## config.mk

```make
export PLATFORM = sky130hd
export DESIGN_NAME = secondary_config_regs
export DESIGN_NICKNAME = d
export VERILOG_FILES = /design/src/design/priority_arbiter.v /design/src/design/secondary_config_regs.v
export VERILOG_INCLUDE_DIRS = /design/src /design/src/design
export SDC_FILE = /design/constraint.sdc
export NUM_CORES = 1
export LEC_CHECK = 0
export BUFFER_PORTS_ARGS = -buffer_cell sky130_fd_sc_hd__buf_4
export CORE_MARGIN = 2
export CORE_UTILIZATION = 53
export DETAILED_ROUTE_END_ITERATION = 8
export PLACE_DENSITY = 0.82
export SLEW_MARGIN = 10
export SYNTH_ARGS = -nofsm -noshare
export SYNTH_HDL_FRONTEND = slang
export SYNTH_SLANG_ARGS = --single-unit
export TNS_END_PERCENT = 10
```

## constraint.sdc

```tcl
create_clock -name pclk -period 7.8 [get_ports pclk]
set_input_delay 0.78 -clock pclk [delete_from_list [all_inputs] [get_ports pclk]]
set_output_delay 0.78 -clock pclk [all_outputs]
set_load 0.01 [all_outputs]
```

## src/design/secondary_config_defs.vh

```
// Offsets, field positions and reset values of the secondary configuration registers.
// Assumes inclusion by bare name from the design files; holds definitions only.
`ifndef SECONDARY_CONFIG_DEFS_VH
`define SECONDARY_CONFIG_DEFS_VH

`define OFF_PRIORITY 12'h048
`define OFF_LINE_TIMER_HDR 12'h04c
`define OFF_MEM0_BASE 12'h050
`define OFF_MEM0_SETUP 12'h0e4
`define OFF_MEM0_XLAT 12'h0e0
`define OFF_ARB_REQ 12'h100
`define OFF_ARB_GRANT 12'h104

`define PRIO_LSB 22
`define PRIO_MSB 30
`define PRIO_RESET 9'h001
`define LINE_LSB 2
`define LINE_MSB 5
`define LINE_RESET 4'h0
`define TIMER_LSB 8
`define TIMER_MSB 15
`define TIMER_RESET_PCI 8'h00
`define TIMER_RESET_PCIX 8'h40
`define HDR_KIND_RESET 16'h0000
`define BASE_LSB 12
`define BASE_MSB 31
`define BASE_RESET 20'h00000
`define BASE_ADDR_TYPE_RESET 2'h0
`define CSR_WINDOW_BITS 12
`define SETUP_RESET 32'h00000000
`define XLAT_RESET 32'h00000000
`define NUM_REQ 9

`endif

```

## src/design/priority_arbiter.v

```verilog
// Rotating two-class arbiter for the secondary-bus requesters.
// Assumes requests are synchronous levels on pclk; grant is registered, one-hot, or all zero when nothing is requested.
`timescale 1ns/1ns
`default_nettype none
`include "secondary_config_defs.vh"
module priority_arbiter (
  input wire pclk,
  input wire presetn,
  input wire [`NUM_REQ-1:0] req,
  input wire [`NUM_REQ-1:0] high_prio,
  output reg [`NUM_REQ-1:0] grant
);
  reg [3:0] last;
  reg [`NUM_REQ-1:0] next_grant;
  reg [`NUM_REQ-1:0] hi_req;
  reg [`NUM_REQ-1:0] pool;
  reg [3:0] idx;
  reg [4:0] sum;
  reg [4:0] wrapped;
  integer k;
  integer j;

  // High class wins if any of it is pending; rotation starts after the last winner.
  always @* begin
    next_grant = {`NUM_REQ{1'b0}};
    hi_req = req & high_prio;
    pool = (|hi_req) ? hi_req : req;
    idx = 4'h0;
    sum = 5'h00;
    wrapped = 5'h00;
    // Five-bit sum: pointer plus step reaches 17, which four bits would fold silently.
    for (k = `NUM_REQ; k >= 1; k = k - 1) begin
      sum = {1'b0, last} + {1'b0, k[3:0]};
      wrapped = sum - 5'd9;
      idx = (sum >= 5'd9) ? wrapped[3:0] : sum[3:0];
      if (pool[idx]) begin
        next_grant = {`NUM_REQ{1'b0}};
        next_grant[idx] = 1'b1;
      end
    end
  end

  // Grant and rotation pointer; the pointer only moves when someone is served.
  always @(posedge pclk or negedge presetn) begin
    if (!presetn) begin
      grant <= {`NUM_REQ{1'b0}};
      last <= 4'h0;
    end else begin
      grant <= next_grant;
      for (j = 0; j < `NUM_REQ; j = j + 1) begin
        if (next_grant[j]) begin
          last <= j[3:0];
        end
      end
    end
  end
endmodule // priority_arbiter
`default_nettype wire

```

## src/design/secondary_config_regs.v

```verilog
// Secondary-side configuration registers at 48h to 50h, E0h, E4h, 100h and 104h behind an APB slave, with the base
// address write mask and a small arbiter that uses the priority bits.
// Assumes a single pclk domain; mode straps are steady levels sampled after reset release.
//
// Functional notes
// - Internal requester priority bit 22, resets high.
// - Bits 23..30 priority of masters 1..8.
// - Line size bits 1:0 read zero.
// - Line size bits 2..5 select 4..32 DW.
// - Line size bits 7:6 read zero.
// - Reverse bridge: latency timer read-only 00h.
// - Forward: timer writable, reset 00h/40h by mode.
// - Header type bits 22:16 read zero.
// - Bit 23 zero, bits 31:24 read 00h.
// - Base bit 0 memory, bits 2:1 type.
// - Bit 3 prefetchable flag, bits 11:4 zero.
// - Base bits writable where setup bit set.
// - Lowest 4KB of window hits own CSRs.
// - Above 4KB claims upstream, translated via E0h.
//
// The APB interface to the registers is this design's own decision.
`timescale 1ns/1ns
`default_nettype none
`include "secondary_config_defs.vh"
module secondary_config_regs (
  input wire pclk,
  input wire presetn,
  input wire psel,
  input wire penable,
  input wire pwrite,
  input wire [11:0] paddr,
  input wire [31:0] pwdata,
  output reg [31:0] prdata,
  output reg pready,
  output reg pslverr,
  input wire reverse_mode,
  input wire pcix_mode,
  input wire prefetchable,
  input wire wide_decode,
  input wire [31:0] up_addr,
  input wire up_valid,
  input wire [`NUM_REQ-1:0] arb_req,
  output reg csr_hit,
  output reg fwd_hit,
  output reg [31:0] fwd_addr,
  output reg [3:0] line_size,
  output reg [7:0] latency_timer,
  output reg [`NUM_REQ-1:0] arb_grant
);
  reg [8:0] prio;
  reg [3:0] line_bits;
  reg [7:0] timer;
  reg [19:0] base;
  reg [31:0] setup;
  reg [31:0] xlat;
  reg strap_done;
  reg [31:0] next_prdata;
  reg mapped;
  wire [`NUM_REQ-1:0] grant_w;
  wire wr_take;
  wire rd_take;
  wire [31:0] base_word;
  wire [31:0] win_mask;
  wire in_window;

  // Access phase completes in the cycle penable first rises; pready is asserted for it.
  assign wr_take = psel & penable & pready & pwrite;
  assign rd_take = psel & penable & pready & ~pwrite;

  // Read-only low bits of the base register are fixed; the top field comes from storage.
  assign base_word = {base, 8'h00, prefetchable, 1'b0, wide_decode, 1'b0};

  // Window mask: setup bits mark the decoded address bits; clear bits give the window size.
  assign win_mask = {setup[31:12], 12'h000};
  assign in_window = ((up_addr & win_mask) == ({base, 12'h000} & win_mask)) & setup[31];

  // Register storage and APB write side.
  always @(posedge pclk or negedge presetn) begin
    if (!presetn) begin
      prio <= `PRIO_RESET;
      line_bits <= `LINE_RESET;
      timer <= `TIMER_RESET_PCI;
      base <= `BASE_RESET;
      setup <= `SETUP_RESET;
      xlat <= `XLAT_RESET;
      strap_done <= 1'b0;
    end else begin
      // Timer reset value depends on the bus mode strap, caught once after release.
      if (!strap_done) begin
        strap_done <= 1'b1;
        timer <= (reverse_mode || !pcix_mode) ? `TIMER_RESET_PCI : `TIMER_RESET_PCIX;
      end else if (reverse_mode) begin
        timer <= `TIMER_RESET_PCI;
      end
      if (wr_take) begin
        case (paddr)
          `OFF_PRIORITY: begin
            prio <= pwdata[`PRIO_MSB:`PRIO_LSB];
          end
          `OFF_LINE_TIMER_HDR: begin
            line_bits <= pwdata[`LINE_MSB:`LINE_LSB];
            if (!reverse_mode && strap_done) begin
              timer <= pwdata[`TIMER_MSB:`TIMER_LSB];
            end
          end
          `OFF_MEM0_BASE: begin
            // Only bits enabled by setup take the write; the rest keep their value.
            base <= (pwdata[`BASE_MSB:`BASE_LSB] & setup[31:12]) | (base & ~setup[31:12]);
          end
          `OFF_MEM0_SETUP: begin
            setup <= pwdata;
          end
          `OFF_MEM0_XLAT: begin
            xlat <= pwdata;
          end
          default: begin
          end
        endcase
      end
    end
  end

  // Read multiplexer; reserved and read-only-zero fields come back as zero.
  always @* begin
    next_prdata = 32'h00000000;
    mapped = 1'b1;
    case (paddr)
      `OFF_PRIORITY: next_prdata = {1'b0, prio, 22'h000000};
      `OFF_LINE_TIMER_HDR: next_prdata = {`HDR_KIND_RESET, timer, 2'b00, line_bits, 2'b00};
      `OFF_MEM0_BASE: next_prdata = base_word;
      `OFF_MEM0_SETUP: next_prdata = setup;
      `OFF_MEM0_XLAT: next_prdata = xlat;
      `OFF_ARB_REQ: next_prdata = {23'h000000, arb_req};
      `OFF_ARB_GRANT: next_prdata = {23'h000000, arb_grant};
      default: mapped = 1'b0;
    endcase
  end

  // APB answer: one wait-free access phase; unmapped addresses raise pslverr.
  always @(posedge pclk or negedge presetn) begin
    if (!presetn) begin
      pready <= 1'b0;
      pslverr <= 1'b0;
      prdata <= 32'h00000000;
    end else begin
      pready <= psel & ~penable;
      pslverr <= psel & ~penable & ~mapped;
      if (psel & ~penable & ~pwrite) begin
        prdata <= next_prdata;
      end
      if (rd_take) begin
        prdata <= prdata;
      end
    end
  end

  // Upstream decode: low 4KB of the window is our CSR space, the rest is forwarded.
  always @(posedge pclk or negedge presetn) begin
    if (!presetn) begin
      csr_hit <= 1'b0;
      fwd_hit <= 1'b0;
      fwd_addr <= 32'h00000000;
      line_size <= 4'h0;
      latency_timer <= 8'h00;
      arb_grant <= {`NUM_REQ{1'b0}};
    end else begin
      csr_hit <= up_valid & in_window & (up_addr[31:12] == base);
      fwd_hit <= up_valid & in_window & (up_addr[31:12] != base);
      fwd_addr <= (xlat & win_mask) | (up_addr & ~win_mask);
      line_size <= line_bits;
      latency_timer <= timer;
      arb_grant <= grant_w;
    end
  end

  priority_arbiter arb (
    .pclk(pclk),
    .presetn(presetn),
    .req(arb_req),
    .high_prio(prio),
    .grant(grant_w)
  );
endmodule // secondary_config_regs
`default_nettype wire

```

==> results of run 1 <==
==> power groups by stage <==
stage               clock network [W]  registers, W  logic, W
floorplan                           0       0.00122   0.00322
global placement                    0       0.00122   0.00460
detailed placement                  0       0.00122   0.00450
CTS                           0.00100       0.00120   0.00453
global route                  0.00105       0.00121   0.00502
finish                        0.00100       0.00120   0.00473
==> per-stage QoR <==
step                hold slack [ns]  worst slack, ns  total power (W)  utilization [%]
floorplan                     0.331             3.48          0.00444                -
detailed placement            0.336             2.12          0.00572             60.9
global route                  0.359             1.69          0.00728             63.8
finish                        0.348             1.93          0.00694             63.8
CTS                           0.351             2.09          0.00674             63.8
global placement              0.332             1.84          0.00581             60.9
==> cells in the mapped netlist, drive strengths merged, types with 10 or more instances <==
| master | count |
|---|---|
| a211oi | 11 |
| a21o | 14 |
| a21oi | 51 |
| a221oi | 13 |
| a222oi | 13 |
| a22o | 17 |
| a22oi | 37 |
| a31oi | 33 |
| and2 | 13 |
| buf | 35 |
| clkbuf | 36 |
| dfrtp | 207 |
| ha | 22 |
| inv | 19 |
| mux2 | 124 |
| mux2i | 21 |
| nand2 | 112 |
| nand2b | 16 |
| nand3 | 18 |
| nand4 | 14 |
| nor2 | 100 |
| nor2b | 13 |
| nor3 | 33 |
| nor4 | 13 |
| o211ai | 13 |
| o21a | 15 |
| o21ai | 73 |
| o221ai | 13 |
| o22ai | 18 |
| xnor2 | 10 |
| xor2 | 25 |
==> flip-flops by register name (all words and copies together) (netlist names), named ones only <==
| signal | count |
|---|---|
| fwd_hit | 1 |
| latency_timer | 8 |
| pready | 1 |
| arb.last | 4 |
| timer | 8 |
| strap_done | 1 |
| line_size | 4 |
| arb.grant | 9 |
| prio | 9 |
| arb_grant | 9 |
| fwd_addr | 32 |
| pslverr | 1 |
| csr_hit | 1 |
| xlat | 32 |
| setup | 32 |
| line_bits | 4 |
| prdata | 32 |
==> layout make-up <==
class,instances,area (um2)
sequential,208,5210
multi-input combinational,996,7160
inverter,20,75.1
clock buffer,30,601
timing repair buffer,199,1500
tap,319,399
fill,1864,8530
clock inverter,6,72.6
==> logic make-up after synthesis <==
kind of cell | share of synthesized area, %
other cells | 0.0294
mux | 12.8
flops | 40.8
xor+xnor | 2.52
compound gates | 24.0
fa+ha+maj | 2.16
simple gates | 14.5
buf+inv | 3.25
==> worst paths after layout <==
kind / start / to / slack (ns) / cells past startpoint
max: arb.last[1]$_DFFE_PN0P_ / arb.last[1]$_DFFE_PN0P_ / 1.93 / 14
max in group asynchronous: presetn / async pin / 5.82 / 2
min reg2reg: arb.grant[6]$_DFF_PN0_ / arb_grant[6]$_DFF_PN0_ / 0.35 / 0
min in group asynchronous: presetn / fwd_addr[18]$_DFF_PN0_ / 0.41 / 1
min: arb.grant[6]$_DFF_PN0_ / arb_grant[6]$_DFF_PN0_ / 0.35 / 0
max reg2reg: arb.last[1]$_DFFE_PN0P_ / arb.last[1]$_DFFE_PN0P_ / 1.93 / 14
==> metal layers <==
metal	vias up	GRT usage [%]	routed length (um)
li1	5241	-	-
met1	6023	48.1	18300
met2	846	56.1	21100
met3	128	8.36	5120
met4	0	14.6	2220
met5	-	0	0
==> results_dict.tcl, run 1 <==
set metrics [dict create \
    cts_tree "done" \
    antenna_found_initial 0 \
    synthesis.area_um2 12800 \
    die_x_um 159 \
    placed_cell_area_um2 14300 \
    p_int_w 0.00328 \
    cts_htree_levels 1 \
    dp_hpwl_um 34500 \
    io_buffers 183 \
    synth.net_count 1412 \
    mostFrequentLayoutCell "dfrtp_1" \
    worstPathBufferInverterCount 1 \
    synth-seq-area-share_pct 40.8 \
    wirelength_um 46800 \
    grt-ovfl-total 0 \
    grt_pass1_vias 11651 \
    crit_family "compound AO/OA/AOI/OAI gates" \
    required_ns 8.21 \
    drc_errors 0 \
    setup_violations 0 \
    min-delay-path-class "register to register" \
    vdd_drop_max_mv 0.379 \
    syn_inst 1295 \
    stdcell_count 1778 \
    status "complete, no violations" \
    yosysTopAreaCell "dfrtp_1" \
    crit_path_max_incr_delay_ns 0.94 \
    finalCritPeriodShare_pct 75.3 \
    cap_violations 0 \
    relSlewSlack_pct 24.5 \
    leakagePower_nw 6.73 \
    dieArea_um2 25300 \
    cp-end-kind "register" \
    firstDrtPassIters 6 \
    grt_usage_pct 35.8 \
    ys_seq_elements 208 \
    p_sw_share_pct 52.7 \
    core_area_um2 23500 \
    synth_edf_count 0 \
    ys_types 100 \
    clkTransAtPathRegs_ns 0.07 \
    fin_area_um2 15000 \
    cts.root.buffer_cell "clkbuf_16" \
    path_cells "inv_1, ha_1, a21boi_1, o21ai_2, a2bb2oi_1, nand2b_1, o2111ai_1, a221oi_2, and3b_1, o311a_1, a211oi_2, nand4_1, or2_0, o31ai_2" \
    drive_gt1_share_pct 27.5 \
    vias 12238 \
    pin_count 184 \
    wl_per_cell_um 26.3 \
    rsz0062_at_grt "false" \
    ctsHoldBuffers 0 \
    nets 1564 \
    cp.arrival_ns 6.29 \
    dieHeight_um 159 \
    slowest_stage "a221oi_2" \
    drtIter0Drc 1500 \
    place.gp.congestion 1.08 \
    synthFlopType "dfrtp_1" \
    areaGrowthSynthToFinish_pct 17.7 \
    tightest_slew_ns 1.13 \
    final_max_slew_viol_count 0 \
    cts_buffer_depth 3 \
    yosysWarnings 0 \
    grt_pass1_wl_um 71400 \
    crit_path_start_kind "register" \
    power.switching_w 0.00366 \
    fin_crit_ns 5.87 \
    synth_area_leaders "dfrtp_1 (41%), mux2_2 (11%), nand2_1 (3.3%)" \
    antenna_cells 0 \
    hold_violations 0 \
    synth_top_cell_area_share_pct 40.6 \
    avgSynthCellArea_um2 9.85 \
    drt.antenna.violating_nets 0 \
    vias_per_cell 6.88 \
    initial_core_util_pct 54.2 \
    p_seq_share_pct 17.3 \
    tns_ns 0 \
    layout_common_cells "dfrtp_1 (207), buf_4 (197), mux2_2 (124)" \
    path_class "register to register" \
    grt_max_degree 131 \
    clock_latency_ns 0.52 \
    clkPwrFrac_pct 14.4 \
    combPwrFrac_pct 68.3 \
    cts_setup_buffers 0 \
    max_freq_mhz 170 \
    synthArstFlopShare_pct 100 \
    place_inst 1742 \
    cp_max_fo 17 \
    cts_made_buffers 22 \
    numClockSinks 208 \
    rows 56 \
    cts_resized 0 \
    powerDensity_nw_per_um2 462 \
    skew_ns 0.0264 \
]
Note: power is estimated with default switching activity, not from simulation.
==> inputs of run 2 (changes only) <==
- clock period: 7.8 -> 5.6 ns (I/O delays scaled with it)
==> run 2 against run 1 <==
  * Wire length up 3.9%
  * First-iteration DRC count up 0.73%
  * Sequential cell count unchanged
  * Sequential share of layout area down 1.2 points
  * Cell count up 3.3%
  * Largest cell class unchanged
  * Critical path type unchanged
==> results_dict.tcl, run 2 (synthesis results as in run 1) <==
set metrics [dict create \
    status "complete, no violations" \
    vias 12332 \
    mostFrequentLayoutCell "buf_4" \
    dieHeight_um 159 \
    path_class "register to register" \
    numClockSinks 208 \
    cts_htree_levels 1 \
    initial_core_util_pct 54.2 \
    clkTransAtPathRegs_ns 0.06 \
    r2r-start "arb.last[3]$_DFFE_PN0P_" \
    dieArea_um2 25300 \
    firstDrtPassIters 8 \
    cts_made_buffers 23 \
    stdcell_count 1837 \
    wl_per_cell_um 26.5 \
    cap_violations 0 \
    cp.arrival_ns 5.25 \
    clock_latency_ns 0.53 \
    tightest_slew_ns 1.08 \
    grt-ovfl-total 0 \
    rr_worst_depth 14 \
    layout_common_cells "buf_4 (248), dfrtp_1 (207), mux2_2 (124)" \
    grt_usage_pct 37.4 \
    drive_gt1_share_pct 30.3 \
    grt_max_degree 96 \
    min-delay-path-class "primary input to async pin" \
    cts_resized 0 \
    place.gp.congestion 1.04 \
    cts_buffer_depth 3 \
    cp-end-kind "register" \
    vias_per_cell 6.71 \
    powerDensity_nw_per_um2 670 \
    setup_violations 0 \
    cts_setup_buffers 0 \
    max_freq_mhz 206 \
    relSlewSlack_pct 27.9 \
    finalCritPeriodShare_pct 86.7 \
    leakagePower_nw 7.05 \
    place_inst 1795 \
    grt_pass1_wl_um 73500 \
    crit_path_start_kind "register" \
    grt_pass1_vias 11909 \
    areaGrowthSynthToFinish_pct 21.9 \
    hold_violations 0 \
    cp_max_fo 18 \
    pin_count 184 \
    final_max_slew_viol_count 0 \
    antenna_cells 0 \
    skew_ns 0.0248 \
    ctsHoldBuffers 0 \
    drtIter0Drc 1511 \
    cts.root.buffer_cell "clkbuf_16" \
    rsz0062_at_grt "false" \
    drc_errors 0 \
    required_ns 5.99 \
    dp_hpwl_um 36500 \
    cts_tree "done" \
    fin_crit_ns 4.86 \
    wirelength_um 48600 \
    die_x_um 159 \
    nets 1618 \
    final_util_pct 66.1 \
    core_area_um2 23500 \
    tns_ns 0 \
    rows 56 \
    io_buffers 183 \
    drt.antenna.violating_nets 0 \
    timing.reg2reg.setup_slack_ns 0.74 \
    r2r_end "arb.last[0]$_DFFE_PN0P_" \
    antenna_found_initial 1 \
    vdd_drop_max_mv 0.654 \
]
-- run 2: cell count changes in the layout (fill, tap and decap cells not counted), sizes merged --
cell / delta
clkinv: -2
buf: +53
clkinvlp: +1
inv: +2
clkbuf: +5
-- run 2: critical path, cell delays in order, from the launching register on --
cell and delay [ns]:
dfrtp_1 0.65, ha_1 0.69, nor2b_2 0.55, a21oi_1 0.15, o311ai_2 0.31, o22ai_1 0.12, or4_1 0.54, a22o_1 0.34
buf_4 0.25, nand3b_1 0.11, a21oi_1 0.07, a311oi_1 0.27, o41a_1 0.29, nand4_1 0.13, a31o_1 0.24
-- run 2: worst max path at each step --
stage                                        from                       to  slack, ns  cells after the start
after floorplan           arb.last[2]$_DFFE_PN0P_  arb.last[1]$_DFFE_PN0P_       1.28                     17
after global placement    arb.last[1]$_DFFE_PN0P_  arb.last[1]$_DFFE_PN0P_       0.81                     16
after detailed placement  arb.last[3]$_DFFE_PN0P_  arb.last[0]$_DFFE_PN0P_       0.85                     14
after CTS                 arb.last[3]$_DFFE_PN0P_  arb.last[0]$_DFFE_PN0P_       0.83                     14
after global routing      arb.last[3]$_DFFE_PN0P_  arb.last[1]$_DFFE_PN0P_       0.51                     14
final                     arb.last[3]$_DFFE_PN0P_  arb.last[0]$_DFFE_PN0P_       0.74                     14
-- run 2: power breakdown --
| group | switching (W) | internal (W) |
|---|---|---|
| Combinational | 0.00453 | 0.00269 |
| Clock | 0.000627 | 0.000896 |
| Sequential | 0.0000698 | 0.00160 |
-- run 2: routing by layer --
layer / GRT usage [%] / up-vias / wire, um
met3: 7.40 / 158 / 4790
li1: - / 5357 / -
met5: 0 / - / 13
met4: 14.7 / 2 / 2260
met1: 51.1 / 6019 / 19600
met2: 58.9 / 796 / 21900
-- run 2: area by class of cell --
| type | count | area [um2] |
|---|---|---|
| Timing Repair Buffer | 252 | 1940 |
| Multi-Input combinational cell | 996 | 7160 |
| Tap cell | 319 | 399 |
| Sequential cell | 208 | 5210 |
| Clock buffer | 35 | 681 |
| Inverter | 20 | 75.1 |
| Fill cell | 1842 | 7990 |
| Clock inverter | 7 | 90.1 |
-- run 2: stage by stage --
| step | hold slack [ns] | instance area (um2) | total power (W) | setup WS (ns) |
|---|---|---|---|---|
| floorplan | 0.264 | 12800 | 0.00618 | 1.28 |
| global placement | 0.331 | 14800 | 0.00881 | 0.813 |
| detailed placement | 0.335 | 14800 | 0.00867 | 0.851 |
| CTS | 0.118 | 15500 | 0.0102 | 0.832 |
| global route | 0.138 | 15500 | 0.0110 | 0.511 |
| finish | 0.0980 | 15500 | 0.0104 | 0.743 |
